[config.mk]
export PLATFORM = sky130hd
export DESIGN_NAME = ddrct_core
export DESIGN_NICKNAME = d
export VERILOG_FILES = /design/src/rtl/ddrct_pkg.sv /design/src/rtl/ddrct_link_if.sv /design/src/rtl/ddrct_front.sv /design/src/rtl/ddrct_core.sv
export VERILOG_INCLUDE_DIRS = /design/src /design/src/rtl
export SDC_FILE = /design/constraint.sdc
export NUM_CORES = 1
export LEC_CHECK = 0
export BUFFER_PORTS_ARGS = -buffer_cell sky130_fd_sc_hd__buf_2
export CAP_MARGIN = 15
export CORE_UTILIZATION = 45
export DETAILED_ROUTE_END_ITERATION = 12
export HOLD_SLACK_MARGIN = 0.02
export PLACE_DENSITY = 0.74
export SYNTH_ARGS = -nofsm -noshare
export SYNTH_HDL_FRONTEND = slang
export SYNTH_HIERARCHICAL = 1
export SYNTH_SLANG_ARGS = --single-unit
[constraint.sdc]
create_clock -name ref_clk -period 3.3 [get_ports ref_clk]
set_input_delay 0.33 -clock ref_clk [delete_from_list [all_inputs] [get_ports ref_clk]]
set_output_delay 0.33 -clock ref_clk [all_outputs]
set_load 0.02 [all_outputs]
[src/rtl/ddrct_defines.svh]
`ifndef DDRCT_DEFINES_SVH
`define DDRCT_DEFINES_SVH

// ==========================================================================
// Register map (byte addresses on the plain register port)
`define DDRCT_REG_CTRL 4'h0
`define DDRCT_REG_STATUS 4'h4
`define DDRCT_REG_MODE 4'h8
`define DDRCT_REG_WCOUNT 4'hc

// ==========================================================================
// Control register fields and reset values
`define DDRCT_CTRL_EN 0
`define DDRCT_CTRL_CLR 1
`define DDRCT_CTRL_EN_RST 1'b1

// ==========================================================================
// Status register field positions
`define DDRCT_ST_BANK_LSB 0
`define DDRCT_ST_BANK_MSB 3
`define DDRCT_ST_PD_PRE 4
`define DDRCT_ST_PD_ACT 5
`define DDRCT_ST_SELF 6
`define DDRCT_ST_RFC 7
`define DDRCT_ST_WR 8
`define DDRCT_ST_RD 9
`define DDRCT_ST_DLL_ON 10

// ==========================================================================
// Address pin fields
`define DDRCT_AP_BIT 10
`define DDRCT_MODE_MSB 6
`define DDRCT_BL_MSB 2
`define DDRCT_BL_LSB 0
`define DDRCT_CL_MSB 6
`define DDRCT_CL_LSB 4
`define DDRCT_DLL_OFF_BIT 0
`define DDRCT_BA_MODE 2'h0
`define DDRCT_BA_EXT 2'h1

// ==========================================================================
// Mode encodings, lengths and latencies in half link cycles
`define DDRCT_MODE_RST 7'h22
`define DDRCT_BL4 3'h2
`define DDRCT_BL8 3'h3
`define DDRCT_LEN2 4'h2
`define DDRCT_LEN4 4'h4
`define DDRCT_LEN8 4'h8
`define DDRCT_CL25 3'h6
`define DDRCT_CL3 3'h3
`define DDRCT_HT2 4'h4
`define DDRCT_HT25 4'h5
`define DDRCT_HT3 4'h6
`define DDRCT_WAIT_DATA 4'h1
`define DDRCT_WAIT_PRE 4'h2

// ==========================================================================
// Refresh cycle time counted in link clock cycles
`define DDRCT_RFC_CYC 4'h3

// ==========================================================================
// Command pin patterns {cs_n, ras_n, cas_n, we_n}
`define DDRCT_PAT_NOP 4'h7
`define DDRCT_PAT_ACT 4'h3
`define DDRCT_PAT_READ 4'h5
`define DDRCT_PAT_WRITE 4'h4
`define DDRCT_PAT_BST 4'h6
`define DDRCT_PAT_PRE 4'h2
`define DDRCT_PAT_REF 4'h1
`define DDRCT_PAT_MRS 4'h0

`endif

[src/rtl/ddrct_pkg.sv]
package ddrct_pkg;
  typedef enum logic [2:0] {
    CMD_NOP, CMD_ACT, CMD_READ, CMD_WRITE, CMD_BST, CMD_PRE, CMD_REF,
    CMD_MRS
  } ddrct_cmd_t;

  typedef enum logic [1:0] {
    PWR_ACTIVE, PWR_PD_PRE, PWR_PD_ACT, PWR_SELF
  } ddrct_pwr_t;
endpackage : ddrct_pkg

[src/rtl/ddrct_link_if.sv]
`timescale 1ns/1ps
interface ddrct_link_if;
  import ddrct_pkg::*;
  logic rise;
  logic fall;
  logic cke;
  logic cke_prev;
  ddrct_cmd_t cmd;
  logic [12:0] addr;
  logic [1:0] ba;
  logic dqs_edge;
  logic [15:0] dq;
  logic [1:0] dm;

  modport front (output rise, fall, cke, cke_prev, cmd, addr, ba, dqs_edge,
    dq, dm);
  modport core (input rise, fall, cke, cke_prev, cmd, addr, ba, dqs_edge,
    dq, dm);
endinterface : ddrct_link_if

[src/rtl/ddrct_front.sv]
`timescale 1ns/1ps
`include "ddrct_defines.svh"
module ddrct_front import ddrct_pkg::*; (
  // Clock and reset
  input wire logic ref_clk,
  input wire logic resetn,
  input wire logic clk_en,
  // Link pins
  input wire logic mem_clk,
  input wire logic mem_cke,
  input wire logic cs_n,
  input wire logic ras_n,
  input wire logic cas_n,
  input wire logic we_n,
  input wire logic [12:0] addr,
  input wire logic [1:0] ba,
  input wire logic [15:0] dq_i,
  input wire logic dqs_i,
  input wire logic upper_byte_mask,
  input wire logic lower_byte_mask,
  // Decoded link toward the core
  ddrct_link_if.front lnk
);
  // ========================================================================
  // Two-flop synchronisers; every pin crosses with the same delay so the
  // command, address and data groups stay aligned with their clock edges.
  logic [39:0] raw;
  logic [39:0] s1_q;
  logic [39:0] s2_q;
  logic clk_prev_q;
  logic dqs_prev_q;
  logic cke_prev_q;
  logic s_clk, s_cke, s_dqs;
  logic [3:0] s_cmd;
  logic [12:0] s_addr;
  logic [1:0] s_ba, s_dm;
  logic [15:0] s_dq;

  assign raw = {mem_clk, mem_cke, cs_n, ras_n, cas_n, we_n, addr, ba, dq_i,
    dqs_i, upper_byte_mask, lower_byte_mask};
  assign {s_clk, s_cke, s_cmd, s_addr, s_ba, s_dq, s_dqs, s_dm} = s2_q;

  always_ff @(posedge ref_clk or negedge resetn) begin
    if (!resetn) begin
      s1_q <= '0;
      s2_q <= '0;
      clk_prev_q <= 1'b0;
      dqs_prev_q <= 1'b0;
      cke_prev_q <= 1'b0;
    end else if (clk_en) begin
      s1_q <= raw;
      s2_q <= s1_q;
      clk_prev_q <= s_clk;
      dqs_prev_q <= s_dqs;
      if (s_clk && !clk_prev_q) begin
        cke_prev_q <= s_cke;
      end
    end
  end

  // ========================================================================
  // Edges and command decode
  assign lnk.rise = clk_en && s_clk && !clk_prev_q;
  assign lnk.fall = clk_en && !s_clk && clk_prev_q;
  assign lnk.dqs_edge = clk_en && (s_dqs != dqs_prev_q);
  assign lnk.cke = s_cke;
  assign lnk.cke_prev = cke_prev_q;
  assign lnk.addr = s_addr;
  assign lnk.ba = s_ba;
  assign lnk.dq = s_dq;
  assign lnk.dm = s_dm;

  always_comb begin
    case (s_cmd)
      `DDRCT_PAT_ACT: lnk.cmd = CMD_ACT;
      `DDRCT_PAT_READ: lnk.cmd = CMD_READ;
      `DDRCT_PAT_WRITE: lnk.cmd = CMD_WRITE;
      `DDRCT_PAT_BST: lnk.cmd = CMD_BST;
      `DDRCT_PAT_PRE: lnk.cmd = CMD_PRE;
      `DDRCT_PAT_REF: lnk.cmd = CMD_REF;
      `DDRCT_PAT_MRS: lnk.cmd = CMD_MRS;
      default: lnk.cmd = CMD_NOP;
    endcase
  end
endmodule : ddrct_front

[src/rtl/ddrct_core.sv]
// The strobed register port and the register offsets were decided locally.
`timescale 1ns/1ps
`include "ddrct_defines.svh"
module ddrct_core import ddrct_pkg::*; (
  // Clock and reset
  input wire logic ref_clk,
  input wire logic resetn,
  input wire logic clk_en,
  // Link pins
  input wire logic mem_clk,
  input wire logic mem_cke,
  input wire logic cs_n,
  input wire logic ras_n,
  input wire logic cas_n,
  input wire logic we_n,
  input wire logic [12:0] addr,
  input wire logic [1:0] ba,
  input wire logic upper_byte_mask,
  input wire logic lower_byte_mask,
  input wire logic [15:0] dq_i,
  output logic [15:0] dq_o,
  output logic dq_oe,
  input wire logic dqs_i,
  output logic dqs_o,
  output logic dqs_oe,
  // Register port
  input wire logic [3:0] reg_addr,
  input wire logic [31:0] reg_wdata,
  input wire logic reg_wr,
  input wire logic reg_rd,
  output logic [31:0] reg_rdata
);
  ddrct_link_if lnk ();

  ddrct_front u_front (
    .ref_clk(ref_clk),
    .resetn(resetn),
    .clk_en(clk_en),
    .mem_clk(mem_clk),
    .mem_cke(mem_cke),
    .cs_n(cs_n),
    .ras_n(ras_n),
    .cas_n(cas_n),
    .we_n(we_n),
    .addr(addr),
    .ba(ba),
    .dq_i(dq_i),
    .dqs_i(dqs_i),
    .upper_byte_mask(upper_byte_mask),
    .lower_byte_mask(lower_byte_mask),
    .lnk(lnk)
  );

  // ========================================================================
  // State
  logic ctrl_en_q;
  logic [6:0] mode_q;
  logic dll_off_q;
  logic [3:0] bank_q;
  ddrct_pwr_t pwr_q;
  logic [3:0] rfc_q;
  logic [31:0] wcount_q;
  logic [7:0] mem_q [2][8];
  logic wr_active_q, wr_ap_q;
  logic [3:0] wr_cnt_q, wr_len_q;
  logic [1:0] wr_bank_q;
  logic [2:0] wr_col_q;
  logic rd_active_q, rd_ap_q;
  logic [3:0] rd_cnt_q, rd_len_q, rd_wait_q;
  logic [1:0] rd_bank_q;
  logic [2:0] rd_col_q;
  logic [31:0] reg_rdata_q;

  // ========================================================================
  // Command qualification and decode
  wire cmd_ok = lnk.rise && lnk.cke_prev && ctrl_en_q && pwr_q == PWR_ACTIVE;
  wire cmd_act = cmd_ok && lnk.cmd == CMD_ACT;
  wire cmd_rd = cmd_ok && lnk.cmd == CMD_READ;
  wire cmd_wr = cmd_ok && lnk.cmd == CMD_WRITE;
  wire cmd_bst = cmd_ok && lnk.cmd == CMD_BST;
  wire cmd_pre = cmd_ok && lnk.cmd == CMD_PRE;
  wire cmd_mrs = cmd_ok && lnk.cmd == CMD_MRS;
  wire cmd_ref = cmd_ok && lnk.cke && lnk.cmd == CMD_REF;
  wire cmd_self = cmd_ok && !lnk.cke && lnk.cmd == CMD_REF;
  wire pd_enter = cmd_ok && !lnk.cke && lnk.cmd != CMD_REF;
  wire a10 = lnk.addr[`DDRCT_AP_BIT];
  wire half = lnk.rise || lnk.fall;
  wire [2:0] bl_code = mode_q[`DDRCT_BL_MSB:`DDRCT_BL_LSB];
  wire [2:0] cl_code = mode_q[`DDRCT_CL_MSB:`DDRCT_CL_LSB];
  wire [3:0] bl_len = bl_code == `DDRCT_BL8 ? `DDRCT_LEN8 :
    bl_code == `DDRCT_BL4 ? `DDRCT_LEN4 : `DDRCT_LEN2;
  wire [3:0] cl_half = cl_code == `DDRCT_CL3 ? `DDRCT_HT3 :
    cl_code == `DDRCT_CL25 ? `DDRCT_HT25 : `DDRCT_HT2;
  // While refreshing the data pins are not looked at at all.
  wire quiet = rfc_q != '0 || pwr_q == PWR_SELF || cmd_ref || cmd_self;

  // A precharge aimed at the bank being written (or at all) stops strobe use.
  wire pre_hits_wr = cmd_pre && (a10 || lnk.ba == wr_bank_q);
  wire wr_stop = cmd_rd || pre_hits_wr || quiet;
  wire wr_take = wr_active_q && lnk.dqs_edge && !wr_stop && !cmd_wr;
  wire wr_last = wr_take && wr_cnt_q == wr_len_q - 4'(1);
  wire [2:0] wr_idx = wr_col_q + wr_cnt_q[2:0];
  wire rd_kill = cmd_rd || cmd_bst || cmd_wr || quiet;
  wire rd_tick = rd_active_q && half && !rd_kill;
  wire rd_end = rd_tick && rd_wait_q == `DDRCT_WAIT_DATA
    && rd_cnt_q == rd_len_q;
  wire [2:0] rd_idx = rd_col_q + rd_cnt_q[2:0];

  // ========================================================================
  // Bank rows, one entry per bank
  for (genvar gb = 0; gb < 4; gb++) begin : g_bank
    wire hit = lnk.ba == 2'(gb);
    wire close_ap = (wr_last && wr_ap_q && wr_bank_q == 2'(gb))
      || (rd_end && rd_ap_q && rd_bank_q == 2'(gb));
    wire clr = (cmd_pre && (a10 || hit)) || close_ap;
    always_ff @(posedge ref_clk or negedge resetn) begin
      if (!resetn) begin
        bank_q[gb] <= 1'b0;
      end else if (clk_en) begin
        if (cmd_act && hit) begin
          bank_q[gb] <= 1'b1;
        end else if (clr) begin
          bank_q[gb] <= 1'b0;
        end
      end
    end
  end

  // ========================================================================
  // Byte-lane storage; each mask bit guards its own lane
  for (genvar gl = 0; gl < 2; gl++) begin : g_lane
    always_ff @(posedge ref_clk) begin
      if (clk_en && wr_take && !lnk.dm[gl]) begin
        mem_q[gl][wr_idx] <= lnk.dq[gl*8 +: 8];
      end
    end
  end

  // ========================================================================
  // Mode, power and refresh
  always_ff @(posedge ref_clk or negedge resetn) begin
    if (!resetn) begin
      mode_q <= `DDRCT_MODE_RST;
      dll_off_q <= 1'b0;
      pwr_q <= PWR_ACTIVE;
      rfc_q <= '0;
    end else if (clk_en) begin
      if (cmd_mrs && lnk.ba == `DDRCT_BA_MODE) begin
        mode_q <= lnk.addr[`DDRCT_MODE_MSB:0];
      end
      if (cmd_mrs && lnk.ba == `DDRCT_BA_EXT) begin
        dll_off_q <= lnk.addr[`DDRCT_DLL_OFF_BIT];
      end
      if (cmd_ref) begin
        rfc_q <= `DDRCT_RFC_CYC;
      end else if (lnk.rise && rfc_q != '0) begin
        rfc_q <= rfc_q - 4'(1);
      end
      case (pwr_q)
        PWR_ACTIVE: begin
          if (cmd_self) begin
            pwr_q <= PWR_SELF;
          end else if (pd_enter) begin
            if (lnk.cmd == CMD_ACT || (bank_q != '0 &&
                !(lnk.cmd == CMD_PRE && a10))) begin
              pwr_q <= PWR_PD_ACT;
            end else begin
              pwr_q <= PWR_PD_PRE;
            end
          end
        end
        default: begin
          if (lnk.rise && lnk.cke) begin
            pwr_q <= PWR_ACTIVE;
          end
        end
      endcase
    end
  end

  // ========================================================================
  // Write burst; a new write restarts the count, so the old one is cut
  always_ff @(posedge ref_clk or negedge resetn) begin
    if (!resetn) begin
      wr_active_q <= 1'b0;
      wr_ap_q <= 1'b0;
      wr_cnt_q <= '0;
      wr_len_q <= '0;
      wr_bank_q <= '0;
      wr_col_q <= '0;
    end else if (clk_en) begin
      if (cmd_wr) begin
        wr_active_q <= 1'b1;
        wr_ap_q <= a10;
        wr_cnt_q <= '0;
        wr_len_q <= bl_len;
        wr_bank_q <= lnk.ba;
        wr_col_q <= lnk.addr[2:0];
      end else if (wr_stop) begin
        wr_active_q <= 1'b0;
      end else if (wr_take) begin
        wr_cnt_q <= wr_cnt_q + 4'(1);
        wr_active_q <= !wr_last;
      end
    end
  end

  // ========================================================================
  // Read burst, paced in half link cycles so that a latency of 2.5 works
  always_ff @(posedge ref_clk or negedge resetn) begin
    if (!resetn) begin
      rd_active_q <= 1'b0;
      rd_ap_q <= 1'b0;
      rd_cnt_q <= '0;
      rd_len_q <= '0;
      rd_wait_q <= '0;
      rd_bank_q <= '0;
      rd_col_q <= '0;
      dq_o <= '0;
      dq_oe <= 1'b0;
      dqs_o <= 1'b0;
      dqs_oe <= 1'b0;
    end else if (clk_en) begin
      if (cmd_rd && !quiet) begin
        rd_active_q <= 1'b1;
        rd_ap_q <= a10;
        rd_cnt_q <= '0;
        rd_len_q <= bl_len;
        rd_wait_q <= cl_half;
        rd_bank_q <= lnk.ba;
        rd_col_q <= lnk.addr[2:0];
      end else if (rd_kill || rd_end) begin
        rd_active_q <= 1'b0;
        dq_oe <= 1'b0;
        dqs_oe <= 1'b0;
      end else if (rd_tick) begin
        if (rd_wait_q != `DDRCT_WAIT_DATA) begin
          rd_wait_q <= rd_wait_q - 4'(1);
          if (rd_wait_q == `DDRCT_WAIT_PRE) begin
            dqs_oe <= 1'b1;
            dqs_o <= 1'b0;
          end
        end else begin
          dq_o <= {mem_q[1][rd_idx], mem_q[0][rd_idx]};
          dq_oe <= 1'b1;
          dqs_o <= !rd_cnt_q[0];
          rd_cnt_q <= rd_cnt_q + 4'(1);
        end
      end
    end
  end

  // ========================================================================
  // Register port; unmapped addresses read as zero
  wire [31:0] status_w = {21'h0, !dll_off_q, rd_active_q, wr_active_q,
    rfc_q != '0, pwr_q == PWR_SELF, pwr_q == PWR_PD_ACT,
    pwr_q == PWR_PD_PRE, bank_q};
  wire [31:0] rd_mux = reg_addr == `DDRCT_REG_CTRL ? {31'h0, ctrl_en_q} :
    reg_addr == `DDRCT_REG_STATUS ? status_w :
    reg_addr == `DDRCT_REG_MODE ? {25'h0, mode_q} :
    reg_addr == `DDRCT_REG_WCOUNT ? wcount_q : 32'h0;
  wire ctrl_wr = reg_wr && reg_addr == `DDRCT_REG_CTRL;

  always_ff @(posedge ref_clk or negedge resetn) begin
    if (!resetn) begin
      ctrl_en_q <= `DDRCT_CTRL_EN_RST;
      wcount_q <= '0;
      reg_rdata_q <= '0;
    end else if (clk_en) begin
      if (ctrl_wr) begin
        ctrl_en_q <= reg_wdata[`DDRCT_CTRL_EN];
      end
      // An element taken in the clearing cycle is still counted.
      if (wr_take) begin
        wcount_q <= (ctrl_wr && reg_wdata[`DDRCT_CTRL_CLR]) ? 32'h1 :
          wcount_q + 32'h1;
      end else if (ctrl_wr && reg_wdata[`DDRCT_CTRL_CLR]) begin
        wcount_q <= '0;
      end
      reg_rdata_q <= reg_rd ? rd_mux : 32'h0;
    end
  end

  assign reg_rdata = reg_rdata_q;
endmodule : ddrct_core

==> flow_summary_export.csv <==
group,metric,value,unit
clock_network,cts.sink_count,335,
outcome,outcome,"completed",
synthesis,syn_inst,1132,
grt,global_route.overflow_total,0,
power,ir_drop,0.0003237,V
final_layout,post_layout_nonfiller_instances,1710,
drt,antenna_violating_nets_post_route,0,
clock_network,cts.htree.levels,2,
final_layout,area_overhead_of_the_layout_relative_to_synthesis,15.43,%
drt,route.detailed.drc,0,
clock_network,tritoncts_clock_tree,"yes",
drt,wire_per_inst,18.77,um
sta,final_min_period_over_clock_period,91.28,%
sta,timing.fmax,332.0,MHz
drt,route.final.wire_length,32.10,mm
setup_path,crit_start,"u_front/s2_q[36]",
sta,setup_violations,0,
sta,worst_slew_pin_slew,1074,ps
setup_path,reg2reg_from,"u_front/s2_q[36]",
setup_path,largest_fanout_of_any_net_on_the_critical_path,8,
sta,final_hold_viol_count,0,
final_layout,design.final.nets,1338,
setup_path,setup.reg_to_reg.worst_slack,290,ps
setup_path,worst_endpoint_required_time,3440,ps
synthesis,postSynthAreaPerCell,13.34,um2
placed_design,dp.final_hpwl,21.26,mm
setup_path,worst-r2r-cell-count,7,
clock_network,max-clock-path-buffers,3,
grt,grt_start_max_net_pins,98,
synthesis,syn-cell-area,0.01510,mm2
setup_path,critPathLaunchType,"flop",
min_path,min_from,"addr[6]",
placed_design,gp_routability_congestion,0.8910,
floorplan,rows,66,
sta,timing.final.max_slew_violations,0,
clock_network,path_clk_slew,60,ps
power,power_density_over_the_cells,592.1,mW/mm2
power,power.static_leakage,7.194,nW
floorplan,dieArea,0.03430,mm2
clock_network,insertion_delay_of_the_later_clocked_pin_in_the_worst_skew_pair,530,ps
drt,first_iter_violations,766,
sta,fin_worst_hold_slack,32.21,ps
floorplan,die_x,185.2,um
setup_path,crit_path_arrival_time,3150,ps
final_layout,drive_gt1_share,27.21,%
sta,fin_skew,18.61,ps
floorplan,initial_core_util,46.07,%
setup_path,timing.setup.critical_path_class,"reg -> reg",
grt,global_route_wire_length_before_repair,52.00,mm
clock_network,root_buffer,"clkbuf_16",
final_layout,fill_cells,2731,
grt,globalRouteTotalUtil,19.30,%
synthesis,mappedNetlistNets,1226,
drt,drtPass1Iterations,5,
grt,first_global_vias,9635,
min_path,hold_path.class,"in -> reg",
floorplan,die_h,185.2,um
clock_network,tritoncts_buffer_count,36,
setup_path,worstSetupEndpointType,"flop",
sta,timing.max_slew.rel_slack,27.85,%
sta,min_cycle_time_layout,3012,ps
grt,grt_antenna_before_repair,0,
setup_path,regToRegEndpoint,"mem_q[0][79]",
floorplan,floorplan.io_pins,132,
final_layout,antenna-diode-count,0,
drt,via_count,9741,
placed_design,placed_cells_incl_taps,1628,
sta,rsz0062_at_grt,"false",
drt,avgViaCountPerCell,5.696,
sta,final.setup.tns,0,ps
floorplan,design.core.area,0.03278,mm2
placed_design,io_buffers,96,
run,drv.max_cap_violation_count,0,
setup_path,critical_path_end,"mem_q[0][79]",
synthesis,synth-warning-count,6,
-- cells in the final DEF (no fill, tap or decap), types with 22 or more instances in the layout --
master,instances
a21oi_1,24
a22o_1,23
buf_2,94
buf_4,42
clkbuf_16,36
dfrtp_1,204
edfxtp_1,128
inv_1,42
mux2_2,62
mux2_4,31
mux4_2,33
nand2_1,61
nand3_1,35
nand4_1,24
nor2_1,45
o211ai_1,22
o21ai_0,56
-- power breakdown --
group          switching [mW]  leakage, nW  internal [mW]  total (mW)
registers               0.439         3.80           4.68        5.12
logic                   0.611         2.80          0.530        1.14
clock network            1.65        0.595           2.41        4.06
total                    2.70         7.19           7.62        10.3
-- metrics by stage --
| stage | utilization (%) | power (mW) | area [um2] | worst slack [ps] |
|---|---|---|---|---|
| floorplan | - | 5.936 | 15100 | 204.7 |
| global placement | 48.85 | 6.224 | 16020 | 372.4 |
| detailed placement | 48.85 | 6.303 | 16020 | 312.8 |
| CTS | 53.11 | 10.38 | 17410 | 251.3 |
| global route | 53.18 | 10.75 | 17440 | 19.51 |
| finish | 53.18 | 10.32 | 17440 | 287.7 |
-- how the worst min path moves through the flow --
stage,cells after the start,endpoint
global placement,2,dq_o[12]
floorplan,0,bank_q[0]
detailed placement,2,dq_o[12]
global route,2,u_front/s1_q[21]
finish,2,u_front/s1_q[27]
CTS,2,u_front/s1_q[21]
-- layer usage --
metal / wire (um) / up-vias / GRT usage [%]
li1: - / 4486 / -
met1: 14690 / 4880 / 27.62
met2: 14930 / 328 / 30.63
met3: 1798 / 47 / 2.792
met4: 683 / 0 / 5.488
met5: 0 / - / 0
-- state kept, by name, summed over array words and instances, names as in the netlist, 7 cells and up --
name,flops
u_front/s1_q,35
u_front/s2_q,35
dq_o,16
mode_q,7
wcount_q,32
reg_rdata,32
mem_q,128
-- cell type report --
class / instances / area [um2] / share of cell area, %
clock buffers: 49 / 1010 / 5.791
clock inverters: 13 / 205.2 / 1.177
inverters: 43 / 161.4 / 0.9257
multi-input cells: 669 / 5439 / 31.19
flip-flops and latches: 335 / 9027 / 51.78
well taps: 442 / 553.0 / 3.172
repair buffers: 159 / 1040 / 5.963
-- worst max-delay path, cell delays in order, from the launching register on --
cell and delay, ps:
dfrtp_1 400, nor2b_1 140, a211oi_1 300, nand2b_1 200
nor4_2 80, nor3_1 440, nand4_1 200, nor3_1 850
-- timing repair --
action / in CTS / in global routing
gates resized for setup: 0 / 1
hold buffers: 18 / 2
hold endpoints to repair: 108 / 2
endpoints found under the setup margin: 0 / 8
buffers inserted: 0 / 0
No activity file was read; power rests on OpenSTA's default activity.
